## config.mk

```make
export PLATFORM = sky130hd
export DESIGN_NAME = cable_diag_amplitude_results
export DESIGN_NICKNAME = d
export VERILOG_FILES = /design/src/cable_diag_pkg.sv /design/src/diag_result_bank.sv /design/src/diag_irq_unit.sv /design/src/cable_diag_amplitude_results.sv
export SDC_FILE = /design/constraint.sdc
export NUM_CORES = 1
export LEC_CHECK = 0
export BUFFER_PORTS_ARGS = -buffer_cell sky130_fd_sc_hd__buf_4
export CORE_MARGIN = 5
export CORE_UTILIZATION = 51
export DETAILED_ROUTE_END_ITERATION = 8
export GPL_TIMING_DRIVEN = 0
export PLACE_DENSITY = 0.8
export SYNTH_ARGS = -nofsm -noshare
export SYNTH_HDL_FRONTEND = slang
export SYNTH_SLANG_ARGS = --single-unit
```

## constraint.sdc

```tcl
create_clock -name ref_clk -period 2.25 [get_ports ref_clk]
set_clock_uncertainty 0.2 [all_clocks]
set_input_delay 0.1125 -clock ref_clk [delete_from_list [all_inputs] [get_ports ref_clk]]
set_output_delay 0.1125 -clock ref_clk [all_outputs]
set_load 0.05 [all_outputs]
```

## src/cable_diag_pkg.sv

```systemverilog
// Constants for the cable diagnostic result register bank.
// Assumes a 32-bit Avalon-MM slave with byte addresses, word aligned.
package cable_diag_pkg;

  // Register indices; byte address is four times the index
  localparam logic [9:0] IDX_PEAK_AMP_TX5_RX1 = 10'h187;
  localparam logic [9:0] IDX_PEAK_AMP_RX2_RX3 = 10'h188;
  localparam logic [9:0] IDX_PEAK_AMP_RX4_RX5 = 10'h189;
  localparam logic [9:0] IDX_GENERAL_DIAG_FLAGS = 10'h18a;
  localparam logic [9:0] IDX_DIAG_STATE = 10'h190;
  localparam logic [9:0] IDX_IRQ_STATUS = 10'h191;
  localparam logic [9:0] IDX_IRQ_MASK = 10'h192;
  localparam logic [9:0] IDX_CAPTURE_CTRL = 10'h193;

  // Amplitude register fields
  localparam int AMP_W = 7;
  localparam int AMP_HI_LSB = 8;
  localparam int AMP_LO_LSB = 0;
  localparam int AMP_RSVD_HI = 15;
  localparam int AMP_RSVD_LO = 7;

  // General flags register fields
  localparam int GEN_TX_POL_LSB = 11;
  localparam int GEN_RX_POL_LSB = 6;
  localparam int GEN_CROSS_TX = 5;
  localparam int GEN_CROSS_RX = 4;
  localparam int GEN_OVER5_TX = 3;
  localparam int GEN_OVER5_RX = 2;

  // Diagnostic state register fields
  localparam int ST_RESULTS_VALID = 0;
  localparam int ST_CAPTURE_EN = 1;
  localparam int ST_RUN_COUNT_LSB = 8;

  // Interrupt event bits
  localparam int IRQ_N = 4;
  localparam int EV_RUN_DONE = 0;
  localparam int EV_CROSS = 1;
  localparam int EV_OVER5 = 2;
  localparam int EV_MISSED = 3;

  // Capture control fields
  localparam int CTRL_CAPTURE_EN = 0;
  localparam int CTRL_CLEAR = 1;

  // Reset values
  localparam logic [15:0] RST_RESULT = 16'h0000;
  localparam logic [IRQ_N-1:0] RST_IRQ_MASK = 4'h0;
  localparam logic RST_CAPTURE_EN = 1'b1;
  localparam logic [7:0] RST_RUN_COUNT = 8'h00;

endpackage : cable_diag_pkg

```

## src/diag_result_bank.sv

```systemverilog
// Result holding registers of the cable diagnostic.
// Assumes engine result inputs are stable in the cycle of the load pulse.
`timescale 1ns/1ps
module diag_result_bank (
  // Clock and reset
  input wire logic ref_clk,
  input wire logic arst_n,
  // Load and clear
  input wire logic load,
  input wire logic clear,
  // Engine results
  input wire logic [6:0] tx_peak5_amp,
  input wire logic [34:0] rx_peak_amp,
  input wire logic [4:0] tx_peak_pol,
  input wire logic [4:0] rx_peak_pol,
  input wire logic cross_tx,
  input wire logic cross_rx,
  input wire logic over5_tx,
  input wire logic over5_rx,
  // Register words
  output logic [15:0] amp_tx5_rx1,
  output logic [15:0] amp_rx2_rx3,
  output logic [15:0] amp_rx4_rx5,
  output logic [15:0] gen_flags
);

  logic [15:0] amp_tx5_rx1_ff;
  logic [15:0] amp_rx2_rx3_ff;
  logic [15:0] amp_rx4_rx5_ff;
  logic [15:0] gen_flags_ff;

  // Reserved bits 15 and 7 always zero
  function automatic logic [15:0] amp_word(input logic [6:0] hi,
                                           input logic [6:0] lo);
    logic [15:0] w;
    w = cable_diag_pkg::RST_RESULT;
    w[cable_diag_pkg::AMP_HI_LSB +: cable_diag_pkg::AMP_W] = hi;
    w[cable_diag_pkg::AMP_LO_LSB +: cable_diag_pkg::AMP_W] = lo;
    w[cable_diag_pkg::AMP_RSVD_HI] = 1'b0;
    w[cable_diag_pkg::AMP_RSVD_LO] = 1'b0;
    return w;
  endfunction : amp_word

  function automatic logic [6:0] rx_amp(input logic [34:0] v,
                                        input int n);
    return v[7*(n-1) +: 7];
  endfunction : rx_amp

  // Hold until the next finished run or a clear
  always_ff @(posedge ref_clk or negedge arst_n) begin
    if (!arst_n) begin
      amp_tx5_rx1_ff <= cable_diag_pkg::RST_RESULT;
      amp_rx2_rx3_ff <= cable_diag_pkg::RST_RESULT;
      amp_rx4_rx5_ff <= cable_diag_pkg::RST_RESULT;
      gen_flags_ff <= cable_diag_pkg::RST_RESULT;
    end else if (clear) begin
      amp_tx5_rx1_ff <= cable_diag_pkg::RST_RESULT;
      amp_rx2_rx3_ff <= cable_diag_pkg::RST_RESULT;
      amp_rx4_rx5_ff <= cable_diag_pkg::RST_RESULT;
      gen_flags_ff <= cable_diag_pkg::RST_RESULT;
    end else if (load) begin
      amp_tx5_rx1_ff <= amp_word(rx_amp(rx_peak_amp, 1),
                                 tx_peak5_amp);
      amp_rx2_rx3_ff <= amp_word(rx_amp(rx_peak_amp, 3),
                                 rx_amp(rx_peak_amp, 2));
      amp_rx4_rx5_ff <= amp_word(rx_amp(rx_peak_amp, 5),
                                 rx_amp(rx_peak_amp, 4));
      gen_flags_ff <= {tx_peak_pol,
                       rx_peak_pol,
                       cross_tx,
                       cross_rx,
                       over5_tx, over5_rx, 2'b00};
    end
  end

  assign amp_tx5_rx1 = amp_tx5_rx1_ff;
  assign amp_rx2_rx3 = amp_rx2_rx3_ff;
  assign amp_rx4_rx5 = amp_rx4_rx5_ff;
  assign gen_flags = gen_flags_ff;

endmodule : diag_result_bank

```

## src/diag_irq_unit.sv

```systemverilog
// Sticky event status, mask and level interrupt.
// Assumes clear bits come from a single accepted bus write.
`timescale 1ns/1ps
module diag_irq_unit (
  // Clock and reset
  input wire logic ref_clk,
  input wire logic arst_n,
  // Events and software control
  input wire logic [cable_diag_pkg::IRQ_N-1:0] event_set,
  input wire logic [cable_diag_pkg::IRQ_N-1:0] clear_bits,
  input wire logic mask_we,
  input wire logic [cable_diag_pkg::IRQ_N-1:0] mask_wdata,
  // State
  output logic [cable_diag_pkg::IRQ_N-1:0] status,
  output logic [cable_diag_pkg::IRQ_N-1:0] mask,
  output logic irq
);

  logic [cable_diag_pkg::IRQ_N-1:0] status_ff;
  logic [cable_diag_pkg::IRQ_N-1:0] nxt_status;
  logic [cable_diag_pkg::IRQ_N-1:0] mask_ff;
  logic irq_ff;

  // New event wins over a clear in the same cycle
  assign nxt_status = (status_ff & ~clear_bits) | event_set;

  always_ff @(posedge ref_clk or negedge arst_n) begin
    if (!arst_n) begin
      status_ff <= '0;
    end else begin
      status_ff <= nxt_status;
    end
  end

  always_ff @(posedge ref_clk or negedge arst_n) begin
    if (!arst_n) begin
      mask_ff <= cable_diag_pkg::RST_IRQ_MASK;
    end else if (mask_we) begin
      mask_ff <= mask_wdata;
    end
  end

  always_ff @(posedge ref_clk or negedge arst_n) begin
    if (!arst_n) begin
      irq_ff <= 1'b0;
    end else begin
      irq_ff <= |(nxt_status & mask_ff);
    end
  end

  assign status = status_ff;
  assign mask = mask_ff;
  assign irq = irq_ff;

endmodule : diag_irq_unit

```

## src/cable_diag_amplitude_results.sv

```systemverilog
// Cable diagnostic amplitude and general result register bank.
// Assumes an Avalon-MM master with byte addresses, one clock domain,
// and a diagnostic engine that pulses diag_done with results stable.
//
// Added by the designer: register access over Avalon-MM.
`timescale 1ns/1ps
module cable_diag_amplitude_results (
  // Clock and reset
  input wire logic ref_clk,
  input wire logic arst_n,
  // Avalon-MM slave
  input wire logic [11:0] avs_address,
  input wire logic avs_read,
  input wire logic avs_write,
  input wire logic [31:0] avs_writedata,
  input wire logic [3:0] avs_byteenable,
  output logic [31:0] avs_readdata,
  output logic avs_waitrequest,
  // Diagnostic engine results
  input wire logic diag_done,
  input wire logic [6:0] tx_peak5_amp,
  input wire logic [34:0] rx_peak_amp,
  input wire logic [4:0] tx_peak_pol,
  input wire logic [4:0] rx_peak_pol,
  input wire logic cross_tx,
  input wire logic cross_rx,
  input wire logic over5_tx,
  input wire logic over5_rx,
  // Interrupt
  output logic irq
);

  typedef enum logic [1:0] {
    BUS_IDLE = 2'b00,
    BUS_ACK = 2'b01
  } bus_state_e;

  bus_state_e bus_state_ff;
  bus_state_e nxt_bus_state;
  logic [31:0] readdata_ff;
  logic [31:0] nxt_readdata;
  logic waitrequest_ff;
  logic [9:0] word_idx;
  logic req;
  logic wr_commit;
  logic capture_en_ff;
  logic results_valid_ff;
  logic [7:0] run_count_ff;
  logic load;
  logic clear_cmd;
  logic [15:0] amp_tx5_rx1;
  logic [15:0] amp_rx2_rx3;
  logic [15:0] amp_rx4_rx5;
  logic [15:0] gen_flags;
  logic [cable_diag_pkg::IRQ_N-1:0] event_set;
  logic [cable_diag_pkg::IRQ_N-1:0] irq_clear;
  logic [cable_diag_pkg::IRQ_N-1:0] irq_status;
  logic [cable_diag_pkg::IRQ_N-1:0] irq_mask;
  logic mask_we;
  logic [15:0] diag_state;

  // Write data of the low two byte lanes, lanes not enabled kept
  function automatic logic [15:0] merge_lo(input logic [15:0] old,
                                           input logic [31:0] wd,
                                           input logic [3:0] be);
    logic [15:0] m;
    m = old;
    if (be[0]) begin
      m[7:0] = wd[7:0];
    end
    if (be[1]) begin
      m[15:8] = wd[15:8];
    end
    return m;
  endfunction : merge_lo

  function automatic logic hit(input logic [9:0] idx,
                               input logic [9:0] reg_idx);
    return idx == reg_idx;
  endfunction : hit

  assign word_idx = avs_address[11:2];
  assign req = avs_read | avs_write;

  // One wait cycle, then waitrequest low for exactly one cycle
  always_comb begin
    nxt_bus_state = bus_state_ff;
    unique case (bus_state_ff)
      BUS_IDLE: begin
        if (req) begin
          nxt_bus_state = BUS_ACK;
        end
      end
      BUS_ACK: begin
        nxt_bus_state = BUS_IDLE;
      end
      default: begin
        nxt_bus_state = BUS_IDLE;
      end
    endcase
  end

  always_ff @(posedge ref_clk or negedge arst_n) begin
    if (!arst_n) begin
      bus_state_ff <= BUS_IDLE;
    end else begin
      bus_state_ff <= nxt_bus_state;
    end
  end

  always_ff @(posedge ref_clk or negedge arst_n) begin
    if (!arst_n) begin
      waitrequest_ff <= 1'b1;
    end else begin
      waitrequest_ff <= (nxt_bus_state != BUS_ACK);
    end
  end

  // A write takes effect at the edge where waitrequest is seen low
  assign wr_commit = avs_write && (bus_state_ff == BUS_ACK);

  assign diag_state = {run_count_ff, 6'h00, capture_en_ff,
                       results_valid_ff};

  // Read mux; unmapped words and upper half read as zero
  always_comb begin
    nxt_readdata = '0;
    if (word_idx == cable_diag_pkg::IDX_PEAK_AMP_TX5_RX1) begin
      nxt_readdata[15:0] = amp_tx5_rx1;
    end else if (hit(word_idx, cable_diag_pkg::IDX_PEAK_AMP_RX2_RX3)) begin
      nxt_readdata[15:0] = amp_rx2_rx3;
    end else if (hit(word_idx, cable_diag_pkg::IDX_PEAK_AMP_RX4_RX5)) begin
      nxt_readdata[15:0] = amp_rx4_rx5;
    end else if (hit(word_idx, cable_diag_pkg::IDX_GENERAL_DIAG_FLAGS)) begin
      nxt_readdata[15:0] = gen_flags;
    end else if (hit(word_idx, cable_diag_pkg::IDX_DIAG_STATE)) begin
      nxt_readdata[15:0] = diag_state;
    end else if (hit(word_idx, cable_diag_pkg::IDX_IRQ_STATUS)) begin
      nxt_readdata[cable_diag_pkg::IRQ_N-1:0] = irq_status;
    end else if (hit(word_idx, cable_diag_pkg::IDX_IRQ_MASK)) begin
      nxt_readdata[cable_diag_pkg::IRQ_N-1:0] = irq_mask;
    end else if (hit(word_idx, cable_diag_pkg::IDX_CAPTURE_CTRL)) begin
      nxt_readdata[cable_diag_pkg::CTRL_CAPTURE_EN] = capture_en_ff;
    end
  end

  // Read data loaded on the request edge, stands through the ack cycle
  always_ff @(posedge ref_clk or negedge arst_n) begin
    if (!arst_n) begin
      readdata_ff <= '0;
    end else if (avs_read && bus_state_ff == BUS_IDLE) begin
      readdata_ff <= nxt_readdata;
    end
  end

  // Capture enable; result registers themselves ignore writes
  always_ff @(posedge ref_clk or negedge arst_n) begin
    if (!arst_n) begin
      capture_en_ff <= cable_diag_pkg::RST_CAPTURE_EN;
    end else if (wr_commit && avs_byteenable[0] &&
                 hit(word_idx, cable_diag_pkg::IDX_CAPTURE_CTRL)) begin
      capture_en_ff <= avs_writedata[cable_diag_pkg::CTRL_CAPTURE_EN];
    end
  end

  // Self-clearing wipe of held results
  assign clear_cmd = wr_commit && avs_byteenable[0] &&
                     hit(word_idx, cable_diag_pkg::IDX_CAPTURE_CTRL) &&
                     avs_writedata[cable_diag_pkg::CTRL_CLEAR];

  // Only a finished run with capture on replaces results
  assign load = diag_done && capture_en_ff && !clear_cmd;

  // Set by a loaded run, cleared by a clear command, for software polling
  always_ff @(posedge ref_clk or negedge arst_n) begin
    if (!arst_n) begin
      results_valid_ff <= 1'b0;
    end else if (load) begin
      results_valid_ff <= 1'b1;
    end else if (clear_cmd) begin
      results_valid_ff <= 1'b0;
    end
  end

  always_ff @(posedge ref_clk or negedge arst_n) begin
    if (!arst_n) begin
      run_count_ff <= cable_diag_pkg::RST_RUN_COUNT;
    end else if (load) begin
      run_count_ff <= run_count_ff + 8'h01;
    end
  end

  always_comb begin
    event_set = '0;
    event_set[cable_diag_pkg::EV_RUN_DONE] = load;
    event_set[cable_diag_pkg::EV_CROSS] = load &&
                                          (cross_tx || cross_rx);
    event_set[cable_diag_pkg::EV_OVER5] = load &&
                                          (over5_tx || over5_rx);
    event_set[cable_diag_pkg::EV_MISSED] = diag_done && !capture_en_ff;
  end

  always_comb begin
    irq_clear = '0;
    if (wr_commit && avs_byteenable[0] &&
        hit(word_idx, cable_diag_pkg::IDX_IRQ_STATUS)) begin
      irq_clear = avs_writedata[cable_diag_pkg::IRQ_N-1:0];
    end
  end

  assign mask_we = wr_commit && avs_byteenable[0] &&
                   hit(word_idx, cable_diag_pkg::IDX_IRQ_MASK);

  diag_result_bank u_results (
    .ref_clk(ref_clk),
    .arst_n(arst_n),
    .load(load),
    .clear(clear_cmd),
    .tx_peak5_amp(tx_peak5_amp),
    .rx_peak_amp(rx_peak_amp),
    .tx_peak_pol(tx_peak_pol),
    .rx_peak_pol(rx_peak_pol),
    .cross_tx(cross_tx),
    .cross_rx(cross_rx),
    .over5_tx(over5_tx),
    .over5_rx(over5_rx),
    .amp_tx5_rx1(amp_tx5_rx1),
    .amp_rx2_rx3(amp_rx2_rx3),
    .amp_rx4_rx5(amp_rx4_rx5),
    .gen_flags(gen_flags)
  );

  diag_irq_unit u_irq (
    .ref_clk(ref_clk),
    .arst_n(arst_n),
    .event_set(event_set),
    .clear_bits(irq_clear),
    .mask_we(mask_we),
    .mask_wdata(avs_writedata[cable_diag_pkg::IRQ_N-1:0]),
    .status(irq_status),
    .mask(irq_mask),
    .irq(irq)
  );

  assign avs_readdata = readdata_ff;
  assign avs_waitrequest = waitrequest_ff;

endmodule : cable_diag_amplitude_results

```

# After elaboration in Yosys (flattened, before gate mapping)
# Index checks and enable logic that the tools add are counted.
totals:
  reg_bits: 102
  wordCells: 71
  out_inout_bits: 34
  inputBits: 109
classes:
  n_reduce_logical: 19
  n_mux: 23
  n_addsub: 1
  bitwise_logic: 5
  eq_ne: 10
op_table:
  columns: ["cell", "count"]
  rows:
  - ["$mux 16", 12]
  - ["$eq 10x9->1 const B", 8]
  - ["$logic_and 1x1->1", 12]
  - ["$mux 12", 1]
  - ["$mux 4", 3]
  - ["$add 8x1->8 const B", 1]
  - ["$and 4x4->4", 2]
  - ["$mux 1", 4]
  - ["$mux 2", 2]
  - ["$not 4->4", 1]
  - ["$or 4x4->4", 1]
  - ["$reduce_or 4->1", 1]
  - ["$mux 3", 1]
  - ["$eq 2x1->1 const B", 1]
  - ["$logic_not 1->1", 2]
  - ["$logic_not 2->1", 1]
  - ["$logic_or 1x1->1", 2]
  - ["$ne 2x1->1 const B", 1]
  - ["$reduce_bool 2->1", 1]
  - ["$or 1x1->1", 1]

# Depth between registers and ports, before layout
# Gate-level depths: netlist of run 1.
depth:
  depth_word: 11
  mapped_depth: 7
  mapped_depth_nobuf: 5

# By module
# A second synthesis of run 1 with hierarchy kept.
hier_totals:
  hier_cells: 476
  hier_area_um2: 4949.7
by_module_without_submodules:
  columns: ["mod", "seq_area_each_um2", "n_inst", "cells_each", "area_each_um2"]
  rows:
  - ["diag_result_bank", 1401.3, 1, 189, 2358.5]
  - ["cable_diag_amplitude_results", 728.2, 1, 261, 2214.6]
  - ["diag_irq_unit", 225.2, 1, 26, 376.6]

# Least setup slack after synthesis of run 1
# OpenSTA, ideal clock, no wires.
synth_timing:
  path_type: "input port to flip-flop"
  from: "input port avs_address[7]"
  to: "register run_count_ff[1]"
  path_slack_ps: 426
  setup_time_ps: 127
  t_arrival_ps: 1496
  required_ps: 1923
  path_stages: 4
  path_cell_list: "or4b_4 nor4_4 nor2_1 mux2_1"
synth_via:
  elab_chain_len: 5
synth_rtl:
  columns: ["element", "line", "source"]
  rows:
  - ["from (decl)", "cable_diag_amplitude_results.sv:12", "input wire logic [11:0] avs_address,"]
  - ["$eq 10x9->1", "cable_diag_amplitude_results.sv:79", "return idx == reg_idx;"]
  - ["$logic_and 1x1->1", "cable_diag_amplitude_results.sv:167", "assign clear_cmd = wr_commit && avs_byteenable[0] &&"]
  - ["$logic_and 1x1->1", "cable_diag_amplitude_results.sv:168", "hit(word_idx, cable_diag_pkg::IDX_CAPTURE_CTRL) &&"]
  - ["$logic_not 1->1", "cable_diag_amplitude_results.sv:172", "assign load = diag_done && capture_en_ff && !clear_cmd;"]
  - ["$logic_and 1x1->1", "cable_diag_amplitude_results.sv:172", null]
  - ["to (signal assigned)", "cable_diag_amplitude_results.sv:187", "run_count_ff <= cable_diag_pkg::RST_RUN_COUNT;"]
  - ["to (signal assigned)", "cable_diag_amplitude_results.sv:189", "run_count_ff <= run_count_ff + 8'h01;"]
  - ["to (decl)", "cable_diag_amplitude_results.sv:48", "logic [7:0] run_count_ff;"]
# No other way between the ends.
# A chain may end at the register's enable or synchronous reset.

# Worst setup path after layout of run 1
layout_timing:
  from: "register bus_state_ff[1]"
  to: "register u_results.gen_flags_ff[15] (netlist: u_results.gen_flags[15])"
layout_via:
  elab_chain_len: 8
  elab_cells_between_ends: 9
layout_rtl:
  columns: ["element", "line", "source"]
  rows:
  - ["from (decl)", "cable_diag_amplitude_results.sv:38", "bus_state_e bus_state_ff;"]
  - ["from (signal assigned)", "cable_diag_amplitude_results.sv:107", "bus_state_ff <= nxt_bus_state;"]
  - ["$eq 2x1->1 (*)", "cable_diag_amplitude_results.sv:120", "assign wr_commit = avs_write && (bus_state_ff == BUS_ACK);"]
  - ["$logic_and 1x1->1 (*)", "cable_diag_amplitude_results.sv:120", null]
  - ["$logic_and 1x1->1 (*) (2 in a row)", "cable_diag_amplitude_results.sv:167", null]
  - ["$logic_and 1x1->1 (*)", "cable_diag_amplitude_results.sv:168", null]
  - ["$logic_not 1->1", "cable_diag_amplitude_results.sv:172", null]
  - ["$logic_and 1x1->1", "cable_diag_amplitude_results.sv:172", null]
  - ["$reduce_bool 2->1 (no line)", null, null]
  - ["to (signal assigned)", "diag_result_bank.sv:55", "gen_flags_ff <= cable_diag_pkg::RST_RESULT;"]
  - ["to (signal assigned)", "diag_result_bank.sv:60", "gen_flags_ff <= cable_diag_pkg::RST_RESULT;"]
  - ["to (signal assigned)", "diag_result_bank.sv:68", "gen_flags_ff <= {tx_peak_pol,"]
  - ["to (decl)", "diag_result_bank.sv:30", "logic [15:0] gen_flags_ff;"]
# Mark *: on every way between the ends. The rest lies on a longest branch, timed or not.

==> reports/results.ini, run 1 <==
[yosys]
synth_commonest_cells=92 x dfrtp_1, 90 x nand2_1, 62 x a21oi_1, 61 x nand3_1, 27 x o21ai_0
synth_area_leaders=dfrtp_1 50%, nand2_1 7.3%, a21oi_1 6.7%, nand3_1 6.6%, o21ai_0 2.9%
yosysMostFrequentCell=dfrtp_1
ys.flop_type=dfrtp_1
synth_cell_types=52
yosysWarnings=0
synth_cells=501
netlist_area_um2=4620
avgSynthCellArea_um2=9.22
synth_seq_cells=94
synth.top_cell.area_share=0.498
ys_seq_area_frac=0.510
async_reset_ff_frac=1.00
synth_edf_count=0
synth_top_cell_by_area=dfrtp_1

[floorplanning]
pin_count=143
dieHeight_um=105
rows=34
fp.dieArea_um2=11100
coreArea_um2=8760
die_w_um=105
start_util=0.527

[finish]
final_area_um2=6350
n_antenna_cell=0
fin_nets=794
area_growth_syn_to_layout_pct=37.4
drive_above_1_share=0.224

[sta]
worst_pin_slew_ps=1190
rsz0062_at_grt=no
maxSlewViolCount=0
post-route-min-period_ps=2150
fin_setup_tns_ps=0
max_freq_mhz=465
slew_headroom=0.209
hold_viol=0
setup_viol=0
min_period_over_period=0.956

[drt]
drc=0
drtPass1Iterations=7
drt_iter0_markers=358
num_vias=4554
drt_wl_total_um=14200
drtAntennaViolNets=0
vias_per_cell=5.71
routedWlPerCell_um=17.8

[grt]
grt_max_degree=95
grt_remaining_overflow=0
groute.usage.overall=0.263
grt_pass1_wl_um=23500
antenna_found_initial=0
grt_pass1_vias=4673

[clocking]
htree_levels=3
cts_buffers=9
cts_buffer_depth=2
cts_sinks=94
clk_latency_ps=360
cts_tree=done
cts_root_buffer=clkbuf_8
clk_pin_slew_worst_paths_ps=90

[setup_path]
crit_arrival_ps=2200
cp.depth=5
required_ps=2300
critical-path-top-delay-family=simple AND/OR/NAND/NOR gates
worst-r2r-cell-count=5
endpoint_kind=flip-flop
critPathMaxStageDelay_ps=480
cp-start-kind=flip-flop
crit_type=reg -> reg
worst-path-buf-inv=2
ff2ff_setup_slack_ps=100
cp_slowest_cell=nor4_4
cp_common_cell=buf_2
path_cells=nand4b_1 > nor4_4 > buf_2 > buf_2 > a21oi_1
critPathMaxFanout=10

[pwr]
power_density_nw_per_um2=523
leakage_nw=2.88
max-vdd-ir-drop_mv=0.318
comb_power_share=0.141
clockPowerShare=0.339
seq_power_share=0.519
totalPowerFinal_w=0.00332
p_int_w=0.00245
netSwitchingPower_w=0.000869
switching_share=0.262

[flow_run]
cap_violations=0

[hold_path]
hold_depth=3
hp-class=in -> reg

[placement]
place_congestion=0.924
placed_area_um2=5510
hpwl_um=10100
port-buffer-count=93

[status]
outcome=finished, final reports clean

layout by cell type (no fill, tap or decap), drive strengths merged, types with 3 or more instances in the layout:
cell,Yosys,layout
buf,25,118
dfrtp,92,92
nand2,90,90
dlygate4sd3,0,63
a21oi,62,62
nand3,61,61
clkbuf,26,36
o21ai,27,27
conb,1,17
nor2,15,15
mux2i,7,7
nor2b,6,6
o22ai,6,6
a222oi,6,6
mux2,6,6
nor3,5,5
xnor2,5,5
a22o,4,4
o31ai,4,4
inv,2,4
nor4,4,4
or2,4,4
a32oi,3,3
a22oi,3,3
repair_timing:
| item | 4_1_cts | 5_1_grt |
|---|---|---|
| gates resized for setup | 0 | 7 |
| hold buffers | 63 | 0 |
| setup endpoints to repair | 0 | 33 |
| buffers inserted | 0 | 0 |
| hold endpoints to repair | 159 | 0 |
per-stage QoR:
step                setup WS [ps]   util  std cells  hold WS (ps)
CTS                          28.6  0.723        797          15.7
finish                        100  0.724        797          30.5
detailed placement           34.9  0.629        718           120
global route                 5.41  0.724        797          32.6
floorplan                     426      -        517          -383
global placement             50.3  0.629        718           109
per-layer routing:
| metal | GRT usage | wire length [um] | part of all wire |
|---|---|---|---|
| met5 | 0 | 0 | 0 |
| met4 | 0.107 | 444 | 0.031 |
| met3 | 0.0549 | 1130 | 0.080 |
| met2 | 0.434 | 6890 | 0.49 |
| met1 | 0.338 | 5730 | 0.40 |
power groups by stage:
| stage | Combinational, W | Clock, W | Sequential, W |
|---|---|---|---|
| after global placement | 0.000369 | 0 | 0.00176 |
| after global routing | 0.000505 | 0.00121 | 0.00173 |
| after CTS | 0.000463 | 0.00114 | 0.00172 |
| after floorplan | 0.000161 | 0 | 0.00178 |
| after detailed placement | 0.000375 | 0 | 0.00176 |
| final | 0.000469 | 0.00112 | 0.00172 |
sequential cells by signal, summed over array words and instances, names as in the netlist:
name and count:
avs_readdata 16, avs_waitrequest 1, bus_state_ff 2, capture_en_ff 1, results_valid_ff 1, run_count_ff 8
u_irq.irq 1, u_irq.mask 4, u_irq.status 4, u_results.amp_rx2_rx3 14, u_results.amp_rx4_rx5 14, u_results.amp_tx5_rx1 14
u_results.gen_flags 14
path summary, 6_finish.rpt:
path / start / to
hold reg to reg: run_count_ff[7] / run_count_ff[7]
hold / removal: diag_done / u_irq.status[3]
setup reg to reg: bus_state_ff[1] / u_results.gen_flags[15]
max in group asynchronous: arst_n / avs_readdata[9]
setup / recovery: bus_state_ff[1] / u_results.gen_flags[15]
min in group asynchronous: arst_n / avs_readdata[15]
layout make-up:
class                   count  area (um^2)
well taps                 108          135
plain buffers              51          267
clock inverters             6         68.8
repair buffers            156         1330
multi-input cells         370         2060
clock buffers              10          128
inverters                   2         7.51
flip-flops and latches     94         2350
fillers                   648         2420
cell families (layout without fill, tap and decap cells):
logic type                 count (synthesis)  in the layout  synth area share
AOI/OAI and AO/OA                        128            128             0.165
xor gates and xnor gates                   7              7            0.0133
adders and majority gates                  1              1           0.00271
buffers and inverters                     53            225            0.0585
DFF                                       94             94             0.510
muxes                                     14             14            0.0347
other                                      1             17          0.000812
and+or+nand+nor                          203            203             0.215
worst min-delay path, cell delays in order:
cell and delay [ps]:
buf_4 120, nor2b_1 190, or2_2 140
No activity file was read; power rests on OpenSTA's default activity.
==> inputs of run 2 (changes only) <==
- CELL_PAD_IN_SITES_DETAIL_PLACEMENT: not set -> 1
- CELL_PAD_IN_SITES_GLOBAL_PLACEMENT: not set -> 2
- CORE_UTILIZATION: 51 -> 30
- PLACE_DENSITY: 0.8 -> 0.79
==> reports/results.ini, run 2 (synthesis results as in run 1) <==
[drt]
routedWlPerCell_um=18.5
top_layer_used=met4
drtPass1Iterations=4
drt_iter0_markers=296
drc=0
dr_wl_met2_um=8220
drt_wl_total_um=16200
wl_met3_um=936
wl_met1_um=6840
num_vias=4406
drtAntennaViolNets=0
vias_per_cell=5.02

[setup_path]
endpoint_kind=flip-flop
crit_arrival_ps=2150
cp-start-kind=flip-flop
critPathMaxFanout=10
worst-r2r-cell-count=5
crit_type=reg -> reg
required_ps=2320

[floorplanning]
start_util=0.305
pin_count=143
coreArea_um2=15100
rows=45
dieHeight_um=134
fp.dieArea_um2=18000
die_w_um=134

[grt]
antenna_found_initial=0
grt_pass1_vias=4711
grt_pass1_wl_um=25400
groute.usage.overall=0.181
grt_max_degree=95
grt_remaining_overflow=0

[finish]
n_antenna_cell=0
drive_above_1_share=0.221
n_fill_cell=1750
mostFrequentLayoutCell=buf_4
layout_common_cells=109 x buf_4, 92 x dfrtp_1, 90 x nand2_1, 63 x dlygate4sd3_1, 62 x a21oi_1
area_growth_syn_to_layout_pct=40.8
fin_nets=794
largest_reg_flops=16
fin_cells=877

[status]
outcome=finished, final reports clean

[placement]
port-buffer-count=93
dpl_worst_slack_ps=-11.9
place_congestion=0.826
hpwl_um=12200
dp_cells=798

[sta]
worst_pin_slew_ps=1230
setup_slack_ps=168
slew_headroom=0.183
post-route-min-period_ps=2080
hold_viol=0
min_period_over_period=0.926
max_freq_mhz=480
rsz0062_at_grt=no
maxSlewViolCount=0
setup_viol=0

[clocking]
cts_buffers=9
clk_latency_ps=340
cts_setup_buffers=0
cts_tree=done
cts_root_buffer=clkbuf_16
clk_pin_slew_worst_paths_ps=70
cts_buffer_depth=2
htree_levels=3
cts_sinks=94

[pwr]
max-vdd-ir-drop_mv=0.351
leakage_nw=2.91
power_density_nw_per_um2=551

[flow_run]
cap_violations=0

[hold_path]
hold_depth=4
hp-class=in -> reg

run 2: cell types whose count changed in the layout (fill, tap and decap cells not counted):
| cell | before | now |
|---|---|---|
| clkbuf_16 | 0 | 9 |
| clkbuf_8 | 9 | 0 |
| bufinv_16 | 1 | 0 |
| clkinvlp_4 | 1 | 0 |
| clkbuf_2 | 3 | 4 |
| clkinv_4 | 1 | 0 |
| clkinv_2 | 1 | 3 |
| inv_6 | 2 | 0 |
| clkbuf_1 | 24 | 26 |
run 2: metrics by stage:
step / hold WS, ps / power, W / setup TNS, ps / area [um^2] / utilization
final: 55.9 / 0.00358 / 0 / 6510 / 0.430
after detailed placement: 145 / 0.00214 / -11.9 / 5610 / 0.371
after floorplan: -383 / 0.00194 / 0 / 4680 / -
after global placement: 146 / 0.00214 / 0 / 5610 / 0.371
after global routing: 70.0 / 0.00372 / 0 / 6510 / 0.430
after CTS: 56.8 / 0.00360 / 0 / 6500 / 0.429
run 2: cell type report:
class,instances,area [um^2],share of cell area
flip-flops and latches,94,2350,0.362
repair buffers,156,1330,0.204
clock buffers,13,240,0.0369
multi-input cells,370,2060,0.316
plain buffers,51,268,0.0412
clock inverters,3,15.0,0.00231
inverters,2,7.51,0.00115
well taps,188,235,0.0362
run 2: repair_timing:
item,4_1_cts,5_1_grt
gates resized for setup,1,7
pin swaps,0,1
setup endpoints to repair,3,32
hold buffers,63,0
endpoints found under the hold margin,158,0
run 2: worst paths after layout:
| kind | endpoint | slack, ps | startpoint |
|---|---|---|---|
| max in group asynchronous | u_irq.status[2] | 690 | arst_n |
| min in group asynchronous | run_count_ff[4] | 320 | arst_n |
| max reg2reg | u_results.gen_flags[6] | 170 | capture_en_ff |
| min | avs_readdata[15] | 60 | avs_address[3] |
| max | u_results.gen_flags[6] | 170 | capture_en_ff |
| min reg2reg | avs_readdata[11] | 290 | avs_readdata[11] |
run 2: metal layers:
metal / track usage / up-vias
met5: 0 / -
met4: 0.0486 / 0
met3: 0.0266 / 19
met2: 0.322 / 114
met1: 0.231 / 2156
li1: - / 2117
run 2: power breakdown:
| part | total, W | switching [W] | internal, W |
|---|---|---|---|
| clock | 0.00138 | 0.000638 | 0.000746 |
| combinational | 0.000473 | 0.000255 | 0.000217 |
| sequential | 0.00173 | 0.0000152 | 0.00171 |
| total | 0.00358 | 0.000908 | 0.00267 |
run 2: critical path: stages, from the launching register on:
cell,delay [ps]
dfstp_2,510
clkbuf_1,270
clkbuf_2,330
clkbuf_1,330
nand3_1,200
a21oi_1,170
